==> src/rtl/ert_consts.svh <==
/*
  Register offsets, field positions and reset values of the eight-bit
  reload timer. Assumes the includer uses the 16-bit register port.
*/
`ifndef ERT_CONSTS_SVH
`define ERT_CONSTS_SVH

// ---------------------------------------------------------------------
// Register offsets (byte addresses)
// ---------------------------------------------------------------------
`define ERT_OFS_CLK_SEL   16'h4240
`define ERT_OFS_RELOAD    16'h4242
`define ERT_OFS_COUNTER   16'h4244
`define ERT_OFS_CONTROL   16'h4246
`define ERT_OFS_INT_CTRL  16'h4248

// ---------------------------------------------------------------------
// Field positions
// ---------------------------------------------------------------------
`define ERT_BIT_RUN       0
`define ERT_BIT_RESET     1
`define ERT_BIT_ONE_SHOT  4
`define ERT_BIT_IRQ_FLAG  0
`define ERT_BIT_IRQ_EN    8

// ---------------------------------------------------------------------
// Reset values and codes
// ---------------------------------------------------------------------
`define ERT_RST_SELECT    4'h0
`define ERT_RST_RELOAD    8'h00
`define ERT_RST_COUNTER   8'hFF
`define ERT_SEL_RESERVED  4'hF
`define ERT_PRE_BITS      14

`endif

==> src/rtl/ert_pkg.sv <==
/*
  Types shared by the reload timer and its prescaler.
  Assumes ert_consts.svh is on the include path.
*/
`include "ert_consts.svh"

package ert_pkg;
  // Prescaler ratio code, counter byte and count mode
  typedef logic [3:0] ert_sel_type;
  typedef logic [7:0] ert_byte_type;
  typedef enum logic {
    ERT_REPEAT   = 1'b0,
    ERT_ONE_SHOT = 1'b1
  } ert_mode_type;
endpackage : ert_pkg

==> src/rtl/ert_pre_if.sv <==
/*
  Link between the timer core and its prescaler.
  Assumes both ends sit on the same clock.
*/
`timescale 1ns/1ps

interface ert_pre_if;
  import ert_pkg::*;
  logic        run;
  logic        clear;
  ert_sel_type select;
  logic        tick;
  modport ctrl (output run, output clear, output select, input tick);
  modport pre  (input run, input clear, input select, output tick);
endinterface : ert_pre_if

==> src/rtl/ert_prescaler.sv <==
/*
  Power-of-two prescaler of the peripheral clock.
  Assumes run and select come from flops and clear from a write decode, all on the same clock.
*/
`timescale 1ns/1ps
`include "ert_consts.svh"

module ert_prescaler
  import ert_pkg::*;
#(
  parameter int PRE_W = `ERT_PRE_BITS
) (
  // Clock and reset
  input wire logic i_ref_clk,
  input wire logic i_sys_rst,
  // Core link
  ert_pre_if.pre   pre
);

  logic [PRE_W-1:0] div_count;
  logic [PRE_W-1:0] mask;

  // --------------------------------------------------------------------
  // Ratio mask: low select bits set
  // --------------------------------------------------------------------
  genvar g;
  generate
    for (g = 0; g < PRE_W; g++) begin : g_mask
      assign mask[g] = (g < int'(pre.select));
    end
  endgenerate

  // Free count, held at zero while stopped so a start is clean
  always_ff @(posedge i_ref_clk or posedge i_sys_rst) begin
    if (i_sys_rst) begin
      div_count <= '0;
    end else if (pre.clear || !pre.run) begin
      div_count <= '0;
    end else begin
      div_count <= div_count + 1'b1;
    end
  end

  // Reserved code gives no ticks at all: safer than a guessed ratio
  assign pre.tick = pre.run && (pre.select != `ERT_SEL_RESERVED) &&
                    ((div_count & mask) == mask);
endmodule : ert_prescaler

==> src/rtl/ert_timer.sv <==
/*
  Eight-bit down-counting reload timer with underflow interrupt.
  Assumes a synchronous register master on i_ref_clk: one-cycle
  strobes, read data taken in the cycle after the read strobe.
*/
// Chosen here: the strobed register port.
// How it works
// - Count clock is divided pclk, code F reserved
// - Eight-bit reload value, read/write, resets zero
// - Live counter readable, resets to all ones
// - Mode bit one: one-shot; zero: repeat
// - Writing one to reset bit reloads counter
// - Counts only while run bit is set
// - Enable bit gates flag onto interrupt request
// - Underflow sets flag; writing one clears it
`timescale 1ns/1ps
`include "ert_consts.svh"

module ert_timer
  import ert_pkg::*;
#(
  parameter int PRE_W = `ERT_PRE_BITS
) (
  // Clock and reset
  input  wire logic        i_ref_clk,
  input  wire logic        i_sys_rst,
  // Register port
  input  wire logic [15:0] i_addr,
  input  wire logic [15:0] i_wr_data,
  input  wire logic        i_wr_en,
  input  wire logic        i_rd_en,
  output logic      [15:0] o_rd_data,
  // Events
  output logic             o_irq,
  output logic             o_underflow
);

  // --------------------------------------------------------------------
  // Declarations
  // --------------------------------------------------------------------
  ert_pre_if     pre_bus ();

  ert_sel_type   prescale_select;
  ert_byte_type  reload_value;
  ert_byte_type  counter_value;
  ert_byte_type  next_counter;
  ert_mode_type  one_shot_mode;
  logic          run_control;
  logic          irq_enable;
  logic          irq_flag;
  logic          wr_clk_sel;
  logic          wr_reload;
  logic          wr_control;
  logic          wr_int_ctrl;
  logic          counter_reset;
  logic          flag_clear;
  logic          underflow;
  logic          tick;
  logic [15:0]   next_rd_data;

  // --------------------------------------------------------------------
  // Address decode
  // --------------------------------------------------------------------
  // Exact match on the 16-bit offset, shared by writes and reads
  function automatic logic reg_hit(input logic [15:0] addr,
                                   input logic [15:0] ofs);
    return addr == ofs;
  endfunction : reg_hit

  // Write strobes per register
  assign wr_clk_sel  = i_wr_en && reg_hit(i_addr, `ERT_OFS_CLK_SEL);
  assign wr_reload   = i_wr_en && reg_hit(i_addr, `ERT_OFS_RELOAD);
  assign wr_control  = i_wr_en && reg_hit(i_addr, `ERT_OFS_CONTROL);
  assign wr_int_ctrl = i_wr_en && reg_hit(i_addr, `ERT_OFS_INT_CTRL);

  // Write-only pulses; a zero written to either bit does nothing
  assign counter_reset = wr_control && i_wr_data[`ERT_BIT_RESET];
  assign flag_clear    = wr_int_ctrl && i_wr_data[`ERT_BIT_IRQ_FLAG];

  // --------------------------------------------------------------------
  // Prescaler
  // --------------------------------------------------------------------
  // Prescaler restarts with a counter reset so the first period is whole
  assign pre_bus.run    = run_control;
  assign pre_bus.clear  = counter_reset;
  assign pre_bus.select = prescale_select;
  assign tick           = pre_bus.tick;

  ert_prescaler #(
    .PRE_W (PRE_W)
  ) u_prescaler (
    .i_ref_clk (i_ref_clk),
    .i_sys_rst (i_sys_rst),
    .pre       (pre_bus.pre)
  );

  // --------------------------------------------------------------------
  // Configuration registers
  // --------------------------------------------------------------------
  // Ratio select
  always_ff @(posedge i_ref_clk or posedge i_sys_rst) begin
    if (i_sys_rst) begin
      prescale_select <= `ERT_RST_SELECT;
    end else if (wr_clk_sel) begin
      prescale_select <= i_wr_data[3:0];
    end
  end

  // Reload value; a new value takes effect at the next reload only
  always_ff @(posedge i_ref_clk or posedge i_sys_rst) begin
    if (i_sys_rst) begin
      reload_value <= `ERT_RST_RELOAD;
    end else if (wr_reload) begin
      reload_value <= i_wr_data[7:0];
    end
  end

  // Count mode
  always_ff @(posedge i_ref_clk or posedge i_sys_rst) begin
    if (i_sys_rst) begin
      one_shot_mode <= ERT_REPEAT;
    end else if (wr_control) begin
      one_shot_mode <= ert_mode_type'(i_wr_data[`ERT_BIT_ONE_SHOT]);
    end
  end

  // Run bit; software write wins over the one-shot stop
  always_ff @(posedge i_ref_clk or posedge i_sys_rst) begin
    if (i_sys_rst) begin
      run_control <= 1'b0;
    end else if (wr_control) begin
      run_control <= i_wr_data[`ERT_BIT_RUN];
    end else if (underflow && one_shot_mode == ERT_ONE_SHOT) begin
      run_control <= 1'b0;
    end
  end

  // Interrupt enable
  always_ff @(posedge i_ref_clk or posedge i_sys_rst) begin
    if (i_sys_rst) begin
      irq_enable <= 1'b0;
    end else if (wr_int_ctrl) begin
      irq_enable <= i_wr_data[`ERT_BIT_IRQ_EN];
    end
  end

  // --------------------------------------------------------------------
  // Counter
  // --------------------------------------------------------------------
  // Underflow is a tick seen while the count already stands at zero
  assign underflow = tick && (counter_value == 8'h00);

  // Next count; a forced reset beats any tick in the same cycle
  always_comb begin
    next_counter = counter_value;
    if (counter_reset) begin
      next_counter = reload_value;
    end else if (underflow) begin
      next_counter = reload_value;
    end else if (tick) begin
      next_counter = counter_value - 8'h01;
    end
  end

  always_ff @(posedge i_ref_clk or posedge i_sys_rst) begin
    if (i_sys_rst) begin
      counter_value <= `ERT_RST_COUNTER;
    end else begin
      counter_value <= next_counter;
    end
  end

  // --------------------------------------------------------------------
  // Interrupt
  // --------------------------------------------------------------------
  // Set beats clear so an underflow during the clear write is kept
  always_ff @(posedge i_ref_clk or posedge i_sys_rst) begin
    if (i_sys_rst) begin
      irq_flag <= 1'b0;
    end else if (underflow) begin
      irq_flag <= 1'b1;
    end else if (flag_clear) begin
      irq_flag <= 1'b0;
    end
  end

  // Level request, one cycle behind the flag and enable flops
  always_ff @(posedge i_ref_clk or posedge i_sys_rst) begin
    if (i_sys_rst) begin
      o_irq       <= 1'b0;
      o_underflow <= 1'b0;
    end else begin
      o_irq       <= irq_flag && irq_enable;
      o_underflow <= underflow;
    end
  end

  // --------------------------------------------------------------------
  // Read path
  // --------------------------------------------------------------------
  // Reserved and write-only bits, and unmapped offsets, read zero
  always_comb begin
    next_rd_data = 16'h0000;
    unique case (1'b1)
      reg_hit(i_addr, `ERT_OFS_CLK_SEL): begin
        next_rd_data[3:0] = prescale_select;
      end
      reg_hit(i_addr, `ERT_OFS_RELOAD): begin
        next_rd_data[7:0] = reload_value;
      end
      reg_hit(i_addr, `ERT_OFS_COUNTER): begin
        next_rd_data[7:0] = counter_value;
      end
      reg_hit(i_addr, `ERT_OFS_CONTROL): begin
        next_rd_data[`ERT_BIT_ONE_SHOT] = one_shot_mode;
        next_rd_data[`ERT_BIT_RUN]      = run_control;
      end
      reg_hit(i_addr, `ERT_OFS_INT_CTRL): begin
        next_rd_data[`ERT_BIT_IRQ_EN]   = irq_enable;
        next_rd_data[`ERT_BIT_IRQ_FLAG] = irq_flag;
      end
      default: begin
        next_rd_data = 16'h0000;
      end
    endcase
  end

  // Data stands only in the cycle after the strobe; reads have no effect
  always_ff @(posedge i_ref_clk or posedge i_sys_rst) begin
    if (i_sys_rst) begin
      o_rd_data <= 16'h0000;
    end else if (i_rd_en) begin
      o_rd_data <= next_rd_data;
    end else begin
      o_rd_data <= 16'h0000;
    end
  end
endmodule : ert_timer

==> config.mk <==
export PLATFORM = sky130hd
export DESIGN_NAME = ert_timer
export DESIGN_NICKNAME = d
export VERILOG_FILES = /design/src/rtl/ert_pkg.sv /design/src/rtl/ert_pre_if.sv /design/src/rtl/ert_prescaler.sv /design/src/rtl/ert_timer.sv
export VERILOG_INCLUDE_DIRS = /design/src /design/src/rtl
export SDC_FILE = /design/constraint.sdc
export NUM_CORES = 1
export LEC_CHECK = 0
export BUFFER_PORTS_ARGS = -buffer_cell sky130_fd_sc_hd__buf_2
export CAP_MARGIN = 20
export CORE_ASPECT_RATIO = 0.9
export CORE_MARGIN = 1.5
export CORE_UTILIZATION = 42
export CTS_CLUSTER_DIAMETER = 30
export CTS_CLUSTER_SIZE = 16
export DETAILED_ROUTE_END_ITERATION = 8
export PLACE_DENSITY = 0.72
export RECOVER_POWER = 100
export SETUP_SLACK_MARGIN = 0.4
export SYNTH_ARGS = -nofsm -noshare
export SYNTH_HDL_FRONTEND = slang
export SYNTH_SLANG_ARGS = --single-unit
==> constraint.sdc <==
create_clock -name i_ref_clk -period 3.1 [get_ports i_ref_clk]
set_input_delay 0.62 -clock i_ref_clk [delete_from_list [all_inputs] [get_ports i_ref_clk]]
set_output_delay 0.62 -clock i_ref_clk [all_outputs]
set_load 0.01 [all_outputs]
## After elaboration in Yosys (flattened, before gate mapping)

Index checks and enable logic that the tools add are counted.

| operators by class | value |
|---|---|
| add/subtract/negate cells | 2 |
| reduce and logical (&&, ||, !) cells | 17 |
| $lt $le $gt $ge | 14 |
| mux-type cells | 14 |
| bitwise logic cells | 1 |
| equality and inequality tests | 7 |

Operators with widths:

| operator | number |
|---|---|
| equality test 16 x 15 -> 1 bit (second input constant) | 5 |
| < comparator 4 bit (first input constant) | 6 |
| 2-to-1 mux 8 bit | 3 |
| < comparator 3 x 4 -> 1 bit (first input constant) | 4 |
| adder 14 x 1 -> 14 bit (second input constant) | 1 |
| AND 14 bit | 1 |
| equality test 14 bit | 1 |
| 2-to-1 mux 14 bit | 1 |
| logical AND 1 bit | 11 |
| 2-to-1 mux 9 bit | 1 |
| case mux 3 bit (3 select lines) | 1 |
| logical NOT 8 bit | 1 |
| < comparator 1 x 4 -> 1 bit (first input constant) | 2 |
| < comparator 2 x 4 -> 1 bit (first input constant) | 2 |
| subtractor 8 x 1 -> 8 bit (second input constant) | 1 |
| case mux 3 bit (2 select lines) | 1 |
| 2-to-1 mux 1 bit | 5 |
| case mux 1 bit (5 select lines) | 1 |
| inequality test 4 bit (second input constant) | 1 |
| nonzero test 2 bit | 2 |
| case mux 1 bit (3 select lines) | 1 |
| nonzero test 3 bit | 1 |
| logical NOT 1 bit | 1 |
| logical OR 1 bit | 1 |

| storage, ports and cells | value |
|---|---|
| word-level logic and storage cells | 66 |
| register bits after elaboration | 56 |

## Depth between registers and ports, before layout

| logic depth | value |
|---|---|
| word-level depth | 8 |
| depth in mapped cells | 8 |

## By module

From an unflattened synthesis, not the netlist that was laid out.

| unflattened totals | value |
|---|---|
| cells, all modules | 260 |
| area, all modules | 2646.3 um2 |

By module, submodules not included:

| module | times used | cells each | seq. area each (um2) | area each (um2) |
|---|---|---|---|---|
| ert_timer | 1 | 165 | 885.8 | 1820.5 |
| ert_prescaler | 1 | 95 | 350.3 | 825.8 |

## Worst setup path before layout

Ideal clock, no wire load.

| path | value |
|---|---|
| path kind | input port to flip-flop |
| from | input i_addr[8] |
| to | register irq_enable |
| stages on the path | 5 |
| buffers on the path | 0 |
| setup time | 0.125 ns |
| setup slack | 1.045 ns |
| arrival time | 1.930 ns |
| required time | 2.975 ns |
| cells stage by stage | nor4b_4 nand4_4 nor2_1 nor4b_1 mux2_2 |

| on the way | value |
|---|---|
| cells in the longest elaborated chain, start to end | 2 |

RTL lines:

| element | RTL line | source |
|---|---|---|
| start, declared | ert_timer.sv:28 | `input wire logic [15:0] i_addr,` |
| equality test 16 x 15 -> 1 bit | ert_timer.sv:67 | `return addr == ofs;` |
| logical AND 1 bit | ert_timer.sv:74 | `` assign wr_int_ctrl = i_wr_en && reg_hit(i_addr, `ERT_OFS_INT_CTRL); `` |
| end signal, assigned | ert_timer.sv:143 | `` irq_enable <= i_wr_data[`ERT_BIT_IRQ_EN]; `` |
| end, declared | ert_timer.sv:49 | `logic irq_enable;` |

Every way passes these cells.
A chain may end at the register's enable or synchronous reset.

## Worst setup path in the final report

| path | value |
|---|---|
| from | input i_addr[8] |
| to | register counter_value[0] |

| on the way | value |
|---|---|
| cells in the longest elaborated chain, start to end | 4 |
| elaborated cells on any way between the ends | 5 |
| those cells by class | eq/ne: 1; mux: 1; reduce/logical: 3 |

RTL lines:

| element | RTL line | source |
|---|---|---|
| equality test 16 x 15 -> 1 bit * | ert_timer.sv:67 |  |
| logical AND 1 bit * | ert_timer.sv:73 | `` assign wr_control = i_wr_en && reg_hit(i_addr, `ERT_OFS_CONTROL); `` |
| logical AND 1 bit * | ert_timer.sv:77 | `` assign counter_reset = wr_control && i_wr_data[`ERT_BIT_RESET]; `` |
| nonzero test 3 bit (no line) / 2-to-1 mux 8 bit (equally long branches) | - |  |
| end signal, assigned | ert_timer.sv:167 | `` counter_value <= `ERT_RST_COUNTER; `` |
| end signal, assigned | ert_timer.sv:169 | `counter_value <= next_counter;` |
| end, declared | ert_timer.sv:45 | `ert_byte_type counter_value;` |

Mark *: on every way between the ends. The rest lies on a longest branch, timed or not.

==> report_table.html <==
<table>
<tr><th>Metric</th><th>Value</th></tr>
<tr><th colspan="2">Worst setup path</th></tr>
<tr><td>Crit. End Element</td><td>register</td></tr>
<tr><td>Critical path required time</td><td>roughly 3.4 ns</td></tr>
<tr><td>Logic depth of the worst register-to-register path</td><td>6</td></tr>
<tr><td>End point of the critical path</td><td>counter_value[0]$_DFFE_PP1P_</td></tr>
<tr><td>Worst setup startpoint</td><td>i_addr[8]</td></tr>
<tr><td>Arrival @ worst endpoint</td><td>2.64 ns</td></tr>
<tr><td>Setup Crit Path Kind</td><td>in2reg</td></tr>
<tr><td>Setup crit start kind</td><td>input pin</td></tr>
<tr><td>Slack of the worst reg-to-reg path</td><td>0.73 ns</td></tr>
<tr><td>CP max FO</td><td>8</td></tr>
<tr><td>Launch instance of the worst register-to-register path</td><td>pre_bus.select[2]$_DFFE_PP0P_</td></tr>
<tr><td>Critical R2R Capture</td><td>counter_value[6]$_DFFE_PP1P_</td></tr>
<tr><th colspan="2">Synthesis</th></tr>
<tr><td>Number of different library cells in the post-synthesis netlist</td><td>58</td></tr>
<tr><td>Total standard cell area after synthesis</td><td>between 2000 and 3000 um2</td></tr>
<tr><td>Synthesized flop and latch total</td><td>49</td></tr>
<tr><td>Flip-flop cell with the highest count after synthesis</td><td>sky130_fd_sc_hd__dfrtp_1</td></tr>
<tr><td>Number of warnings issued by yosys</td><td>0</td></tr>
<tr><td>Post-synth EDFFs</td><td>0</td></tr>
<tr><td>Post-Syn Instances</td><td>255</td></tr>
<tr><td>Ys async rst share</td><td>1.000</td></tr>
<tr><td>Proportion of synthesized chip area in sequential cells</td><td>0.4671</td></tr>
<tr><td>Mean Syn Cell Area</td><td>between 10 and 15 um2</td></tr>
<tr><th colspan="2">CTS</th></tr>
<tr><td>Clock tree from TritonCTS</td><td>yes</td></tr>
<tr><td>Clk pin slew, worst setup/hold paths</td><td>0.10 ns</td></tr>
<tr><td>Max clock buf depth</td><td>2</td></tr>
<tr><td>Clock H-tree levels</td><td>2</td></tr>
<tr><td>Root buf cell</td><td>sky130_fd_sc_hd__clkbuf_8</td></tr>
<tr><td>Worst-Skew Late Latency</td><td>0.31 ns</td></tr>
<tr><td>TritonCTS buffer count</td><td>5</td></tr>
<tr><td>Post-CTS setup buffer count</td><td>0</td></tr>
<tr><td>CTS Sinks</td><td>between 40 and 50</td></tr>
<tr><td>Cts hold-fix bufs</td><td>0</td></tr>
<tr><td>Total of cells resized after clock tree synthesis</td><td>0</td></tr>
<tr><th colspan="2">Timing</th></tr>
<tr><td>Post-route minimum period</td><td>2.376 ns</td></tr>
<tr><td>Slew Limit Fails</td><td>0</td></tr>
<tr><td>Final clock period utilization by the worst path</td><td>0.7664</td></tr>
<tr><td>Fin worst setup slack</td><td>0.7242 ns</td></tr>
<tr><td>Setup total negative slack</td><td>0 ns</td></tr>
<tr><td>Final Setup Violations</td><td>0</td></tr>
<tr><td>Number of hold-slack violations in the final timing report</td><td>0</td></tr>
<tr><td>Max-slew headroom at the worst pin</td><td>0.3862</td></tr>
<tr><td>Slew @ Worst Pin</td><td>0.9136 ns</td></tr>
<tr><td>RSZ-0062 raised after global routing</td><td>false</td></tr>
<tr><td>Fin Clk Skew</td><td>0.01575 ns</td></tr>
<tr><td>Maximum clock frequency</td><td>roughly 420 MHz</td></tr>
<tr><th colspan="2">Power</th></tr>
<tr><td>Worst ir drop on vdd</td><td>0.0001969 V</td></tr>
<tr><td>Static leakage</td><td>1.360 nW</td></tr>
<tr><td>Power per cell area</td><td>504.7 nW/um2</td></tr>
<tr><th colspan="2">Floorplanning</th></tr>
<tr><td>Boundary Pins</td><td>54</td></tr>
<tr><td>Die Area</td><td>6787 um2</td></tr>
<tr><td>Initial Utilization</td><td>0.4328</td></tr>
<tr><td>Core Area</td><td>6115 um2</td></tr>
<tr><td>Total number of placement rows</td><td>27</td></tr>
<tr><td>X dimension of the die</td><td>86.67 um</td></tr>
<tr><td>Die boundary height</td><td>slightly below 80 um</td></tr>
<tr><th colspan="2">Global route</th></tr>
<tr><td>Largest net degree at the start of global routing</td><td>50</td></tr>
<tr><td>Vias in the first global route</td><td>1863</td></tr>
<tr><td>Initial antenna violation count</td><td>0</td></tr>
<tr><td>Total routing resource utilization after global routing</td><td>0.1786</td></tr>
<tr><td>First-pass GRT wire length</td><td>9.377 mm</td></tr>
<tr><td>Aggregate global routing overflow</td><td>0</td></tr>
<tr><th colspan="2">Routing</th></tr>
<tr><td>Routed WL</td><td>5.589 mm</td></tr>
<tr><td>Vias post-DR</td><td>2034</td></tr>
<tr><td>Drt via density</td><td>around 5.3</td></tr>
<tr><td>DR DRC count</td><td>0</td></tr>
<tr><td>Detailed Routing Iterations Pass 1</td><td>4</td></tr>
<tr><td>Final antenna-violating net count</td><td>0</td></tr>
<tr><td>Routed WL per cell</td><td>14.59 um</td></tr>
<tr><td>Initial DRC count</td><td>210</td></tr>
<tr><th colspan="2">Hold path</th></tr>
<tr><td>Worst hold path type</td><td>in2async</td></tr>
<tr><th colspan="2">Final layout</th></tr>
<tr><td>Most common cell after layout, fill and taps aside</td><td>sky130_fd_sc_hd__dfrtp_1</td></tr>
<tr><td>Top library cells by usage in the layout, fill and taps aside</td><td>41 x sky130_fd_sc_hd__dfrtp_1, 36 x sky130_fd_sc_hd__nor2_1, 27 x sky130_fd_sc_hd__buf_2</td></tr>
<tr><td>Diodes inserted</td><td>0</td></tr>
<tr><td>Final net count</td><td>333</td></tr>
<tr><td>Area delta synth-&gt;final</td><td>12.25%</td></tr>
<tr><td>Share of final-layout standard cells stronger than drive strength 1</td><td>0.2230</td></tr>
<tr><th colspan="2">Placement</th></tr>
<tr><td>Place WS</td><td>0.6625 ns</td></tr>
<tr><td>Routability cong.</td><td>0.8380</td></tr>
<tr><td>PortBufs</td><td>39</td></tr>
<tr><td>Post-DP HPWL</td><td>4.082 mm</td></tr>
<tr><th colspan="2">Flow run</th></tr>
<tr><td>Max-cap violation count</td><td>0</td></tr>
<tr><th colspan="2">Run status</th></tr>
<tr><td>Outcome</td><td>finished, final reports clean</td></tr>
</table>
-- metrics by stage --
step                      std cells  instance area [um2]  utilization  power [mW]  hold slack [ns]
after floorplan                 261                 2669            -      0.9120           0.4642
after global placement          374                 2884       0.4717      0.9627           0.4874
after detailed placement        374                 2884       0.4717      0.9731           0.4997
after CTS                       382                 3018       0.4936       1.509           0.5129
after global routing            383                 2970       0.4858       1.565           0.3006
final                           383                 2970       0.4858       1.499           0.2752
-- worst min path at each step --
| stage | start | end | depth (start not counted) |
|---|---|---|---|
| finish | i_sys_rst | u_prescaler.div_count[11]$_DFF_PP0_ | 2 |
| global route | i_sys_rst | u_prescaler.div_count[11]$_DFF_PP0_ | 2 |
| CTS | irq_enable$_DFFE_PP0P_ | o_rd_data[8]$_DFF_PP0_ | 2 |
| floorplan | irq_flag$_DFFE_PP0P_ | irq_flag$_DFFE_PP0P_ | 1 |
| global placement | irq_flag$_DFFE_PP0P_ | irq_flag$_DFFE_PP0P_ | 1 |
| detailed placement | irq_flag$_DFFE_PP0P_ | irq_flag$_DFFE_PP0P_ | 1 |
-- critical path, cell delays in order --
cell and delay [ns]:
sky130_fd_sc_hd__buf_2 0.10, sky130_fd_sc_hd__nor4b_1 0.29, sky130_fd_sc_hd__nand4_1 0.34, sky130_fd_sc_hd__nor3_1 0.84, sky130_fd_sc_hd__o21ai_0 0.16, sky130_fd_sc_hd__nand3_1 0.11
sky130_fd_sc_hd__o221a_2 0.18
-- Yosys cell counts, types with 2 or more instances --
library cell	number	area, um2
sky130_fd_sc_hd__mux2_2	12	135.1
sky130_fd_sc_hd__or4_1	2	15.01
sky130_fd_sc_hd__a22oi_1	5	37.54
sky130_fd_sc_hd__buf_4	7	52.55
sky130_fd_sc_hd__a211o_1	2	17.52
sky130_fd_sc_hd__dfstp_2	8	210.2
sky130_fd_sc_hd__dfrtp_1	41	1026
sky130_fd_sc_hd__nand3_1	10	50.05
sky130_fd_sc_hd__nand2_1	18	67.56
sky130_fd_sc_hd__and3_2	2	15.01
sky130_fd_sc_hd__nor4_1	2	12.51
sky130_fd_sc_hd__nor2_1	36	135.1
sky130_fd_sc_hd__a21oi_1	13	65.06
sky130_fd_sc_hd__inv_1	10	37.54
sky130_fd_sc_hd__clkbuf_1	2	7.510
sky130_fd_sc_hd__a2bb2oi_1	6	52.55
sky130_fd_sc_hd__nand4b_1	2	17.52
sky130_fd_sc_hd__o211a_1	2	20.02
sky130_fd_sc_hd__a21o_1	2	15.01
sky130_fd_sc_hd__ha_1	2	25.02
sky130_fd_sc_hd__xnor2_1	5	43.79
sky130_fd_sc_hd__o21ai_0	9	45.04
sky130_fd_sc_hd__nor4b_4	2	47.55
sky130_fd_sc_hd__and2_1	4	25.02
sky130_fd_sc_hd__mux2i_1	4	40.04
sky130_fd_sc_hd__xor2_1	7	61.31
sky130_fd_sc_hd__nor2b_1	2	12.51
sky130_fd_sc_hd__nand4_1	2	12.51
sky130_fd_sc_hd__nor3_1	4	20.02
sky130_fd_sc_hd__or3_4	2	22.52
sky130_fd_sc_hd__buf_2	2	10.01
sky130_fd_sc_hd__buf_6	2	22.52
-- state kept, by name (all words and copies together), names as in the netlist --
signal	flops
counter_value	8
irq_enable	1
irq_flag	1
o_irq	1
o_rd_data	9
o_underflow	1
one_shot_mode	1
pre_bus.run	1
pre_bus.select	4
reload_value	8
u_prescaler.div_count	14
-- where the power goes --
part,switching (mW),internal (mW)
registers,0.0550,0.699
clock network,0.218,0.320
logic,0.111,0.0959
total,0.383,1.12
-- logic make-up after synthesis --
family	synth area share
multiplexers	0.07470
AO/OA/AOI/OAI	0.1305
adder cells (fa/ha/maj)	0.009455
buffers and inverters	0.05059
XOR/XNOR	0.03972
other	0.001417
AND/OR/NAND/NOR	0.2265
flip-flops	0.4671
-- cell type report --
| type | count | area, um2 |
|---|---|---|
| Sequential cell | 49 | 1236 |
| Timing Repair Buffer | 41 | 203.9 |
| Multi-Input combinational cell | 188 | 1250 |
| Tap cell | 87 | 108.9 |
| Fill cell | 573 | 3144 |
| Inverter | 10 | 37.54 |
| Clock buffer | 5 | 68.82 |
| Clock inverter | 3 | 65.06 |
-- routing by layer --
metal	global-route usage	up-vias	routed length, um	share of wire
met5	0	-	0	0
met4	0.06290	0	77	0.014
met3	0.03575	4	290	0.052
met2	0.2578	64	2481	0.44
met1	0.2650	988	2740	0.49
li1	-	978	-	-
Note: power is estimated with default switching activity, not from simulation.
